**config.mk**
```make
export PLATFORM = sky130hd
export DESIGN_NAME = uivt_top
export DESIGN_NICKNAME = d
export VERILOG_FILES = /design/src/rtl/uivt_pkg.sv /design/src/rtl/uivt_sel_if.sv /design/src/rtl/uivt_prio_enc.sv /design/src/rtl/uivt_top.sv
export SDC_FILE = /design/constraint.sdc
export NUM_CORES = 1
export LEC_CHECK = 0
export BUFFER_PORTS_ARGS = -buffer_cell sky130_fd_sc_hd__buf_2
export CORE_ASPECT_RATIO = 1.4
export CORE_MARGIN = 1
export CORE_UTILIZATION = 61
export CTS_CLUSTER_DIAMETER = 100
export DETAILED_ROUTE_END_ITERATION = 10
export HOLD_SLACK_MARGIN = 0.02
export PLACE_DENSITY = 0.85
export REMOVE_ABC_BUFFERS = 1
export SETUP_SLACK_MARGIN = 0.2
export SYNTH_ARGS = -nofsm -noshare
export SYNTH_HDL_FRONTEND = slang
export SYNTH_SLANG_ARGS = --single-unit
export TNS_END_PERCENT = 10
```
**constraint.sdc**
```tcl
create_clock -name CORE_CLK -period 4.85 [get_ports CORE_CLK]
set_clock_uncertainty 0.2 [all_clocks]
set_input_delay 0.97 -clock CORE_CLK [delete_from_list [all_inputs] [get_ports CORE_CLK]]
set_output_delay 0.97 -clock CORE_CLK [all_outputs]
set_load 0.02 [all_outputs]
```
**src/rtl/uivt_pkg.sv**
```systemverilog
package uivt_pkg;

   // Register bus geometry
   localparam int ADDR_W = 4;
   localparam int DATA_W = 16;

   // Event sources, one status bit each, ordered by priority
   localparam int NUM_SRC = 17;
   localparam int SRC_W = 5;
   localparam int VEC_W = 8;
   localparam int PRIO_W = 5;
   localparam int ERR_CNT_W = 8;

   // Register offsets (word index on the plain port)
   localparam logic [3:0] REG_STATUS = 4'h0;
   localparam logic [3:0] REG_MASK = 4'h1;
   localparam logic [3:0] REG_VECTOR = 4'h2;
   localparam logic [3:0] REG_ERR_LIMIT = 4'h3;
   localparam logic [3:0] REG_ERR_COUNT = 4'h4;
   // Bit 16 of status and mask, in bit 0 of these words
   localparam logic [3:0] REG_STATUS_HI = 4'h5;
   localparam logic [3:0] REG_MASK_HI = 4'h6;

   // Reset values
   localparam logic [16:0] STATUS_RST = 17'h00000;
   localparam logic [16:0] MASK_RST = 17'h00000;
   localparam logic [7:0] ERR_LIMIT_RST = 8'h04;
   localparam logic [7:0] ERR_COUNT_RST = 8'h00;
   localparam logic [7:0] ERR_COUNT_MAX = 8'hFF;
   localparam logic [7:0] VEC_IDLE = 8'h00;
   localparam logic [4:0] SRC_IDX_RST = 5'h00;

   // Status bit positions
   localparam int SRC_CTRL_ACK = 0;
   localparam int SRC_EP1_OUT = 1;
   localparam int SRC_EP2 = 2;
   localparam int SRC_EP4 = 3;
   localparam int SRC_EP6 = 4;
   localparam int SRC_EP8 = 5;
   localparam int SRC_BULK_NAK = 6;
   localparam int SRC_PING0 = 7;
   localparam int SRC_PING1 = 8;
   localparam int SRC_PING2 = 9;
   localparam int SRC_PING4 = 10;
   localparam int SRC_PING6 = 11;
   localparam int SRC_PING8 = 12;
   localparam int SRC_ERR_LIM = 13;
   localparam int SRC_ISO2 = 14;
   localparam int SRC_ISO4 = 15;
   localparam int SRC_ISO6 = 16;

   // Priority numbers per source
   localparam logic [4:0] PRIO_CTRL_ACK = 5'h07;
   localparam logic [4:0] PRIO_EP1_OUT = 5'h0C;
   localparam logic [4:0] PRIO_EP2 = 5'h0D;
   localparam logic [4:0] PRIO_EP4 = 5'h0E;
   localparam logic [4:0] PRIO_EP6 = 5'h0F;
   localparam logic [4:0] PRIO_EP8 = 5'h10;
   localparam logic [4:0] PRIO_BULK_NAK = 5'h11;
   localparam logic [4:0] PRIO_PING0 = 5'h13;
   localparam logic [4:0] PRIO_PING1 = 5'h14;
   localparam logic [4:0] PRIO_PING2 = 5'h15;
   localparam logic [4:0] PRIO_PING4 = 5'h16;
   localparam logic [4:0] PRIO_PING6 = 5'h17;
   localparam logic [4:0] PRIO_PING8 = 5'h18;
   localparam logic [4:0] PRIO_ERR_LIM = 5'h19;
   localparam logic [4:0] PRIO_ISO2 = 5'h1D;
   localparam logic [4:0] PRIO_ISO4 = 5'h1E;
   localparam logic [4:0] PRIO_ISO6 = 5'h1F;

   // Vector offset is four times (priority minus one)
   localparam logic [4:0] PRIO_BIAS = 5'h01;

   function automatic logic [4:0] prio_of(input logic [4:0] idx);
      case (idx)
         5'h00: prio_of = PRIO_CTRL_ACK;
         5'h01: prio_of = PRIO_EP1_OUT;
         5'h02: prio_of = PRIO_EP2;
         5'h03: prio_of = PRIO_EP4;
         5'h04: prio_of = PRIO_EP6;
         5'h05: prio_of = PRIO_EP8;
         5'h06: prio_of = PRIO_BULK_NAK;
         5'h07: prio_of = PRIO_PING0;
         5'h08: prio_of = PRIO_PING1;
         5'h09: prio_of = PRIO_PING2;
         5'h0A: prio_of = PRIO_PING4;
         5'h0B: prio_of = PRIO_PING6;
         5'h0C: prio_of = PRIO_PING8;
         5'h0D: prio_of = PRIO_ERR_LIM;
         5'h0E: prio_of = PRIO_ISO2;
         5'h0F: prio_of = PRIO_ISO4;
         default: prio_of = PRIO_ISO6;
      endcase
   endfunction

   function automatic logic [7:0] vector_of(input logic [4:0] idx);
      logic [4:0] p;
      p = prio_of(idx) - PRIO_BIAS;
      vector_of = {1'b0, p, 2'b00};
   endfunction

endpackage

```
**src/rtl/uivt_sel_if.sv**
```systemverilog
`timescale 1ns/10ps
`default_nettype none
interface uivt_sel_if;
   logic [16:0] pending;
   logic found;
   logic [4:0] index;
   modport enc (input pending, output found, output index);
   modport ctl (output pending, input found, input index);
endinterface
`default_nettype wire

```
**src/rtl/uivt_prio_enc.sv**
```systemverilog
`timescale 1ns/10ps
`default_nettype none
module uivt_prio_enc (
   uivt_sel_if.enc sel
);

   // Lowest set bit, which carries the lowest priority number
   function automatic logic [4:0] first_set(input logic [16:0] v);
      logic [4:0] r;
      r = 5'h00;
      for (int i = 16; i >= 0; i--) begin
         if (v[i]) begin
            r = 5'(i);
         end
      end
      first_set = r;
   endfunction

   assign sel.found = |sel.pending;
   assign sel.index = first_set(sel.pending);

endmodule
`default_nettype wire

```
**src/rtl/uivt_top.sv**
```systemverilog
// Notes on behaviour
// (RULE1) EP1 OUT data: priority 12, vector 2C
// (RULE2) EP2/4/6/8 buffers: vectors 30 to 3C
// (RULE3) Any IN NAK: priority 17, vector 40
// (RULE4) EP0 OUT ping NAK: vector 48
// (RULE5) EP1 OUT ping NAK: vector 4C
// (RULE6) EP2 OUT ping NAK: vector 50
// (RULE7) EP4 OUT ping NAK: vector 54
// (RULE8) EP6 OUT ping NAK: vector 58
// (RULE9) EP8 OUT ping NAK: vector 5C
// (RULE10) Bus errors beyond limit: vector 60
// (RULE11) Offsets 44, 64, 68, 6C never produced
// (RULE12) ISO EP2 PID error: vector 70
// (RULE13) ISO EP4 PID error: vector 74
// (RULE14) ISO EP6 PID error: vector 78
// (RULE15) Control handshake ACK: priority 7, vector 18
// (RULE16) Lowest priority number pending wins
// (RULE17) Pending until cleared, then next vector
`timescale 1ns/10ps
`default_nettype none
module uivt_top (
   input wire logic CORE_CLK,
   input wire logic RST_N,
   input wire logic CLK_EN,
   input wire logic [3:0] ADDR,
   input wire logic [15:0] WDATA,
   input wire logic WR_STB,
   input wire logic RD_STB,
   output logic [15:0] RDATA,
   input wire logic CTRL_HANDSHAKE_ACK_IRQ,
   input wire logic EP_ONE_OUT_DATA_IRQ,
   input wire logic EP_TWO_BUF_IRQ,
   input wire logic EP_FOUR_BUF_IRQ,
   input wire logic EP_SIX_BUF_IRQ,
   input wire logic EP_EIGHT_BUF_IRQ,
   input wire logic BULK_IN_NAK_IRQ,
   input wire logic CTRL_OUT_PING_NAK_IRQ,
   input wire logic EP_ONE_OUT_PING_NAK_IRQ,
   input wire logic EP_TWO_OUT_PING_NAK_IRQ,
   input wire logic EP_FOUR_OUT_PING_NAK_IRQ,
   input wire logic EP_SIX_OUT_PING_NAK_IRQ,
   input wire logic EP_EIGHT_OUT_PING_NAK_IRQ,
   input wire logic BUS_ERROR,
   input wire logic ISO_TWO_PID_SEQ_IRQ,
   input wire logic ISO_FOUR_PID_SEQ_IRQ,
   input wire logic ISO_SIX_PID_SEQ_IRQ,
   input wire logic VECTOR_ACK,
   output logic IRQ,
   output logic VECTOR_VALID,
   output logic [7:0] IRQ_VECTOR
);

   logic [16:0] status_q;
   logic [16:0] status_d;
   logic [16:0] mask_q;
   logic [7:0] err_limit_q;
   logic [7:0] err_cnt_q;
   logic [7:0] err_cnt_d;
   logic [7:0] vec_q;
   logic [4:0] idx_q;
   logic valid_q;
   logic irq_q;
   logic [15:0] rdata_q;

   uivt_sel_if sel ();

   uivt_prio_enc u_enc (
      .sel(sel.enc)
   );

   // Address decode
   wire hit_status = ADDR == uivt_pkg::REG_STATUS;
   wire hit_mask = ADDR == uivt_pkg::REG_MASK;
   wire hit_vector = ADDR == uivt_pkg::REG_VECTOR;
   wire hit_limit = ADDR == uivt_pkg::REG_ERR_LIMIT;
   wire hit_count = ADDR == uivt_pkg::REG_ERR_COUNT;
   wire hit_status_hi = ADDR == uivt_pkg::REG_STATUS_HI;
   wire hit_mask_hi = ADDR == uivt_pkg::REG_MASK_HI;
   wire wr_status = WR_STB && hit_status;
   wire wr_mask = WR_STB && hit_mask;
   wire wr_status_hi = WR_STB && hit_status_hi;
   wire wr_mask_hi = WR_STB && hit_mask_hi;
   wire wr_limit = WR_STB && hit_limit;
   wire wr_count = WR_STB && hit_count;

   // Error counter: write clears, a coincident error still counts
   wire [7:0] err_base = wr_count ? uivt_pkg::ERR_COUNT_RST : err_cnt_q;
   wire err_sat = err_base == uivt_pkg::ERR_COUNT_MAX;
   wire err_inc = BUS_ERROR && !err_sat;
   // (RULE10) Threshold crossing event
   wire err_over = err_inc && (err_base == err_limit_q);

   assign err_cnt_d = err_inc ? 8'(err_base + 8'h01) : err_base;

   // Event vector in priority order
   wire [16:0] events;
   // (RULE15) Control handshake source
   assign events[uivt_pkg::SRC_CTRL_ACK] = CTRL_HANDSHAKE_ACK_IRQ;
   // (RULE1) Endpoint one OUT data
   assign events[uivt_pkg::SRC_EP1_OUT] = EP_ONE_OUT_DATA_IRQ;
   // (RULE2) Buffer sources
   assign events[uivt_pkg::SRC_EP2] = EP_TWO_BUF_IRQ;
   assign events[uivt_pkg::SRC_EP4] = EP_FOUR_BUF_IRQ;
   assign events[uivt_pkg::SRC_EP6] = EP_SIX_BUF_IRQ;
   assign events[uivt_pkg::SRC_EP8] = EP_EIGHT_BUF_IRQ;
   // (RULE3) Any IN endpoint NAK
   assign events[uivt_pkg::SRC_BULK_NAK] = BULK_IN_NAK_IRQ;
   // (RULE4) Ping NAK endpoint zero
   assign events[uivt_pkg::SRC_PING0] = CTRL_OUT_PING_NAK_IRQ;
   // (RULE5) Ping NAK endpoint one
   assign events[uivt_pkg::SRC_PING1] = EP_ONE_OUT_PING_NAK_IRQ;
   // (RULE6) Ping NAK endpoint two
   assign events[uivt_pkg::SRC_PING2] = EP_TWO_OUT_PING_NAK_IRQ;
   // (RULE7) Ping NAK endpoint four
   assign events[uivt_pkg::SRC_PING4] = EP_FOUR_OUT_PING_NAK_IRQ;
   // (RULE8) Ping NAK endpoint six
   assign events[uivt_pkg::SRC_PING6] = EP_SIX_OUT_PING_NAK_IRQ;
   // (RULE9) Ping NAK endpoint eight
   assign events[uivt_pkg::SRC_PING8] = EP_EIGHT_OUT_PING_NAK_IRQ;
   // (RULE10) Error limit source
   assign events[uivt_pkg::SRC_ERR_LIM] = err_over;
   // (RULE12) ISO two PID error
   assign events[uivt_pkg::SRC_ISO2] = ISO_TWO_PID_SEQ_IRQ;
   // (RULE13) ISO four PID error
   assign events[uivt_pkg::SRC_ISO4] = ISO_FOUR_PID_SEQ_IRQ;
   // (RULE14) ISO six PID error
   assign events[uivt_pkg::SRC_ISO6] = ISO_SIX_PID_SEQ_IRQ;

   // Acknowledge clears the source now presented
   wire ack_take = VECTOR_ACK && valid_q;
   wire [16:0] ack_clr = ack_take ? (17'h00001 << idx_q) : 17'h00000;
   wire [16:0] w1c_clr = {wr_status_hi && WDATA[0],
      wr_status ? WDATA : 16'h0000};

   // (RULE17) Sticky until cleared, set beats clear
   assign status_d = (status_q & ~(w1c_clr | ack_clr)) | events;

   // (RULE16) Only unmasked pending bits compete
   assign sel.pending = status_q & mask_q;

   // (RULE11) Table holds no reserved offsets
   wire [7:0] vec_next = sel.found ?
      uivt_pkg::vector_of(sel.index) : uivt_pkg::VEC_IDLE;

   // Read selection; unmapped reads zero
   wire [15:0] rd_mux =
      hit_status ? status_q[15:0] :
      hit_mask ? mask_q[15:0] :
      hit_status_hi ? {15'h0000, status_q[16]} :
      hit_mask_hi ? {15'h0000, mask_q[16]} :
      hit_vector ? {7'h00, valid_q, vec_q} :
      hit_limit ? {8'h00, err_limit_q} :
      hit_count ? {8'h00, err_cnt_q} : 16'h0000;

   always_ff @(posedge CORE_CLK) begin
      if (!RST_N) begin
         status_q <= uivt_pkg::STATUS_RST;
         mask_q <= uivt_pkg::MASK_RST;
      end else if (CLK_EN) begin
         status_q <= status_d;
         if (wr_mask) begin
            mask_q[15:0] <= WDATA;
         end
         if (wr_mask_hi) begin
            mask_q[16] <= WDATA[0];
         end
      end
   end

   always_ff @(posedge CORE_CLK) begin
      if (!RST_N) begin
         err_limit_q <= uivt_pkg::ERR_LIMIT_RST;
         err_cnt_q <= uivt_pkg::ERR_COUNT_RST;
      end else if (CLK_EN) begin
         err_cnt_q <= err_cnt_d;
         if (wr_limit) begin
            err_limit_q <= WDATA[7:0];
         end
      end
   end

   // (RULE16) Winning vector registered for the core
   always_ff @(posedge CORE_CLK) begin
      if (!RST_N) begin
         vec_q <= uivt_pkg::VEC_IDLE;
         idx_q <= uivt_pkg::SRC_IDX_RST;
         valid_q <= 1'b0;
         irq_q <= 1'b0;
      end else if (CLK_EN) begin
         vec_q <= vec_next;
         idx_q <= sel.index;
         valid_q <= sel.found;
         irq_q <= sel.found;
      end
   end

   // Read data stands after the strobe only until the next clock edge with CLK_EN high
   always_ff @(posedge CORE_CLK) begin
      if (!RST_N) begin
         rdata_q <= 16'h0000;
      end else if (CLK_EN) begin
         rdata_q <= RD_STB ? rd_mux : 16'h0000;
      end
   end

   assign RDATA = rdata_q;
   assign IRQ = irq_q;
   assign VECTOR_VALID = valid_q;
   assign IRQ_VECTOR = vec_q;

endmodule
`default_nettype wire

```
==> flow_metrics.tcl <==
set metrics [dict create \
    via_per_inst 6.37 \
    fp-row-count 35 \
    length_in_cells_of_the_worst_reg_to_reg_path 14 \
    min_period_over_period 0.776 \
    final_common_cell "sky130_fd_sc_hd__nand2_1" \
    crit_arrival_ns 3.78 \
    globalRoute.totalOverflow 0 \
    dominantRegCellSynth "sky130_fd_sc_hd__dfxtp_1" \
    synth_enable_flop_cells 0 \
    dp_worst_setup_slack_ns 1.02 \
    syn_to_final_growth_pct 11.7 \
    worstSetupStartpoint "status_q[4]" \
    worst_hold_path_type "flop to flop" \
    grt_pass1_vias 3989 \
    drt-total-wl_um 13000 \
    gr-usage-all-layers 0.365 \
    power.density_cell_area_mw_per_mm2 268 \
    layout-drive-gt1-share 0.161 \
    synthSimpleGateAreaFrac 0.247 \
    floorplan.core_area_sq_mm 0.00666 \
    synth_warnings 0 \
    worst_pin_slew_ns 0.832 \
    timing.final.max_slew_violations 0 \
    numPortBuffers 65 \
    cp-end-kind "flop" \
    cap_viol_max_count 0 \
    floorplan.die.width_um 72.7 \
    gp_congestion 0.979 \
    cts_tree "built" \
    netlist_area_sq_mm 0.00427 \
    cts.sink_count 77 \
    detail_route.wirelength.met1_um 4910 \
    drt_pre_antenna_iters 5 \
    slew-limit-headroom 0.445 \
    die-area_sq_mm 0.00734 \
    ir_drop_mv 0.254 \
    crit_path_end "IRQ_VECTOR[6]" \
    detailedPlacementHpwl_um 9480 \
    clock_latency_ns 0.37 \
    critical_path_required_ns 4.87 \
    r2r-start "status_q[4]" \
    grt_max_degree 47 \
    crit_type "flop to flop" \
    outcome "finished clean" \
    post_synth_num_cell_types 59 \
    post_cts_resized 0 \
    num_vias 4429 \
    layout.cells.most_common_list "84 x sky130_fd_sc_hd__nand2_1, 77 x sky130_fd_sc_hd__dfxtp_1, 76 x sky130_fd_sc_hd__nor2_1" \
    clk_pin_slew_ns 0.08 \
    finalNetCount 646 \
    nature_of_the_critical_path_startpoint "flop" \
    wl_per_cell_um 18.6 \
    h-tree-depth 3 \
    netlist_instances 554 \
    timing.setup.tns_ns 0 \
    dr.max_layer_used "met4" \
    maximum_clock_path_buffer_count 2 \
    drtIter0Drc 483 \
    cts-hold-fix-buffers 0 \
    postCtsSetupBuffers 0 \
    n_antenna_cell 0 \
    route.detailed.drc 0 \
    synth.avg_cell_area_sq_um 7.70 \
    final.fill_count 579 \
    crit-reg2reg-capture "IRQ_VECTOR[6]" \
    async_reset_ff_frac 0 \
    yosys.area_share.adder 0.0147 \
    synth_top_family_by_area "compound AO/OA/AOI/OAI gates" \
    final_worst_setup_slack_ns 1.09 \
    rsz0062_at_grt "no" \
    grt_antenna_before_repair 0 \
    worst-path-max-fanout 4 \
    cts_inserted_buffers 9 \
    post_synth_mux_area_share 0.0493 \
    post-route-min-period_ns 3.76 \
    boundaryPins 69 \
    achievable-frequency_mhz 266 \
    r2r_setup_slack_ns 1.09 \
    met3_wire_length_um 799 \
    ant_nets 0 \
    ctsRootBufferMaster "sky130_fd_sc_hd__clkbuf_8" \
    synth_compound_area_frac 0.263 \
    hold_viol 0 \
    synthXorXnorAreaFrac 0.0123 \
    route.met2.wl_um 6610 \
    flip_flop_and_latch_count_after_synthesis 77 \
    power.leakage_nw 1.79 \
    chipHeight_um 101 \
    synth-seq-area-share 0.361 \
    timing.final.setup_violations 0 \
    floorplan.initialDensity 0.641 \
    grt_first_pass_wirelength_um 19900 \
]
## critical path, cell delays in order (launching register included)
cell and delay (ns):
sky130_fd_sc_hd__dfxtp_1 0.35, sky130_fd_sc_hd__a22oi_1 0.44, sky130_fd_sc_hd__nand3_1 0.28, sky130_fd_sc_hd__a21boi_0 0.41, sky130_fd_sc_hd__inv_1 0.15, sky130_fd_sc_hd__ha_1 0.34
sky130_fd_sc_hd__inv_1 0.09, sky130_fd_sc_hd__mux2i_1 0.08, sky130_fd_sc_hd__a21boi_1 0.30, sky130_fd_sc_hd__ha_1 0.24, sky130_fd_sc_hd__nor2b_1 0.17, sky130_fd_sc_hd__xnor2_1 0.08
sky130_fd_sc_hd__a211oi_1 0.25, sky130_fd_sc_hd__a2bb2oi_1 0.18, sky130_fd_sc_hd__nor2_1 0.06
## Yosys cell counts, types with 8 or more instances
library cell | n | share of area
sky130_fd_sc_hd__nor2b_1 | 8 | 0.012
sky130_fd_sc_hd__nand3_1 | 15 | 0.018
sky130_fd_sc_hd__o21ai_1 | 8 | 0.0094
sky130_fd_sc_hd__nand2_1 | 84 | 0.074
sky130_fd_sc_hd__dfxtp_1 | 77 | 0.36
sky130_fd_sc_hd__mux2i_1 | 21 | 0.049
sky130_fd_sc_hd__a22oi_1 | 36 | 0.063
sky130_fd_sc_hd__inv_1 | 13 | 0.011
sky130_fd_sc_hd__o21ai_0 | 16 | 0.019
sky130_fd_sc_hd__clkbuf_1 | 24 | 0.021
sky130_fd_sc_hd__a21oi_1 | 57 | 0.067
sky130_fd_sc_hd__a22o_1 | 16 | 0.033
sky130_fd_sc_hd__nor2_1 | 76 | 0.067
## worst min-delay path by stage
stage | to | startpoint | cells past startpoint | slack, ns
after global routing | RDATA[0] | RDATA[0] | 2 | 0.30
final | RDATA[8] | RDATA[8] | 2 | 0.27
after floorplan | mask_q[1] | mask_q[1] | 2 | 0.26
after global placement | RDATA[8] | RDATA[8] | 2 | 0.25
after CTS | RDATA[8] | RDATA[8] | 2 | 0.26
after detailed placement | RDATA[8] | RDATA[8] | 2 | 0.25
## flip-flops by register name, summed over array words and instances, names as in the netlist
signal       count
mask_q          17
IRQ              1
err_limit_q      8
IRQ_VECTOR       5
idx_q            5
err_cnt_q        8
status_q        17
RDATA           16
## layer usage
metal  vias up  GRT usage
li1       2073          -
met5         -          0
met4         0      0.225
met3        48     0.0450
met1      2071      0.407
met2       237      0.648
## per-stage QoR
| stage | power [mW] | util | std cells | hold WS, ns | instance area [sq um] |
|---|---|---|---|---|---|
| floorplan | 0.734 | - | 519 | 0.261 | 4110 |
| global placement | 0.795 | 0.687 | 679 | 0.249 | 4570 |
| detailed placement | 0.797 | 0.687 | 679 | 0.251 | 4570 |
| CTS | 1.27 | 0.716 | 695 | 0.263 | 4770 |
| global route | 1.32 | 0.716 | 695 | 0.298 | 4770 |
| finish | 1.28 | 0.716 | 695 | 0.270 | 4770 |
## where the power goes
| group | switching (mW) | internal [mW] |
|---|---|---|
| clock | 0.254 | 0.237 |
| combinational | 0.0802 | 0.0435 |
| sequential | 0.0180 | 0.645 |
## cell type report
cell class | count | area, sq um | share of cell area
repair buffers | 68 | 348 | 0.0730
inverters | 15 | 56.3 | 0.0118
clock buffers | 10 | 128 | 0.0268
clock inverters | 6 | 63.8 | 0.0134
flip-flops and latches | 77 | 1540 | 0.323
multi-input cells | 427 | 2510 | 0.527
well taps | 92 | 115 | 0.0242
## cells by family (layout without fill, tap and decap cells)
kind of cell	count (synthesis)	in the layout
and+or+nand+nor	224	224
AOI/OAI and AO/OA	168	168
DFF	77	77
buffers and inverters	52	99
muxes	21	21
xor gates and xnor gates	6	6
adders and majority gates	5	5
other	1	3
Power figures use the tool's default switching activity.
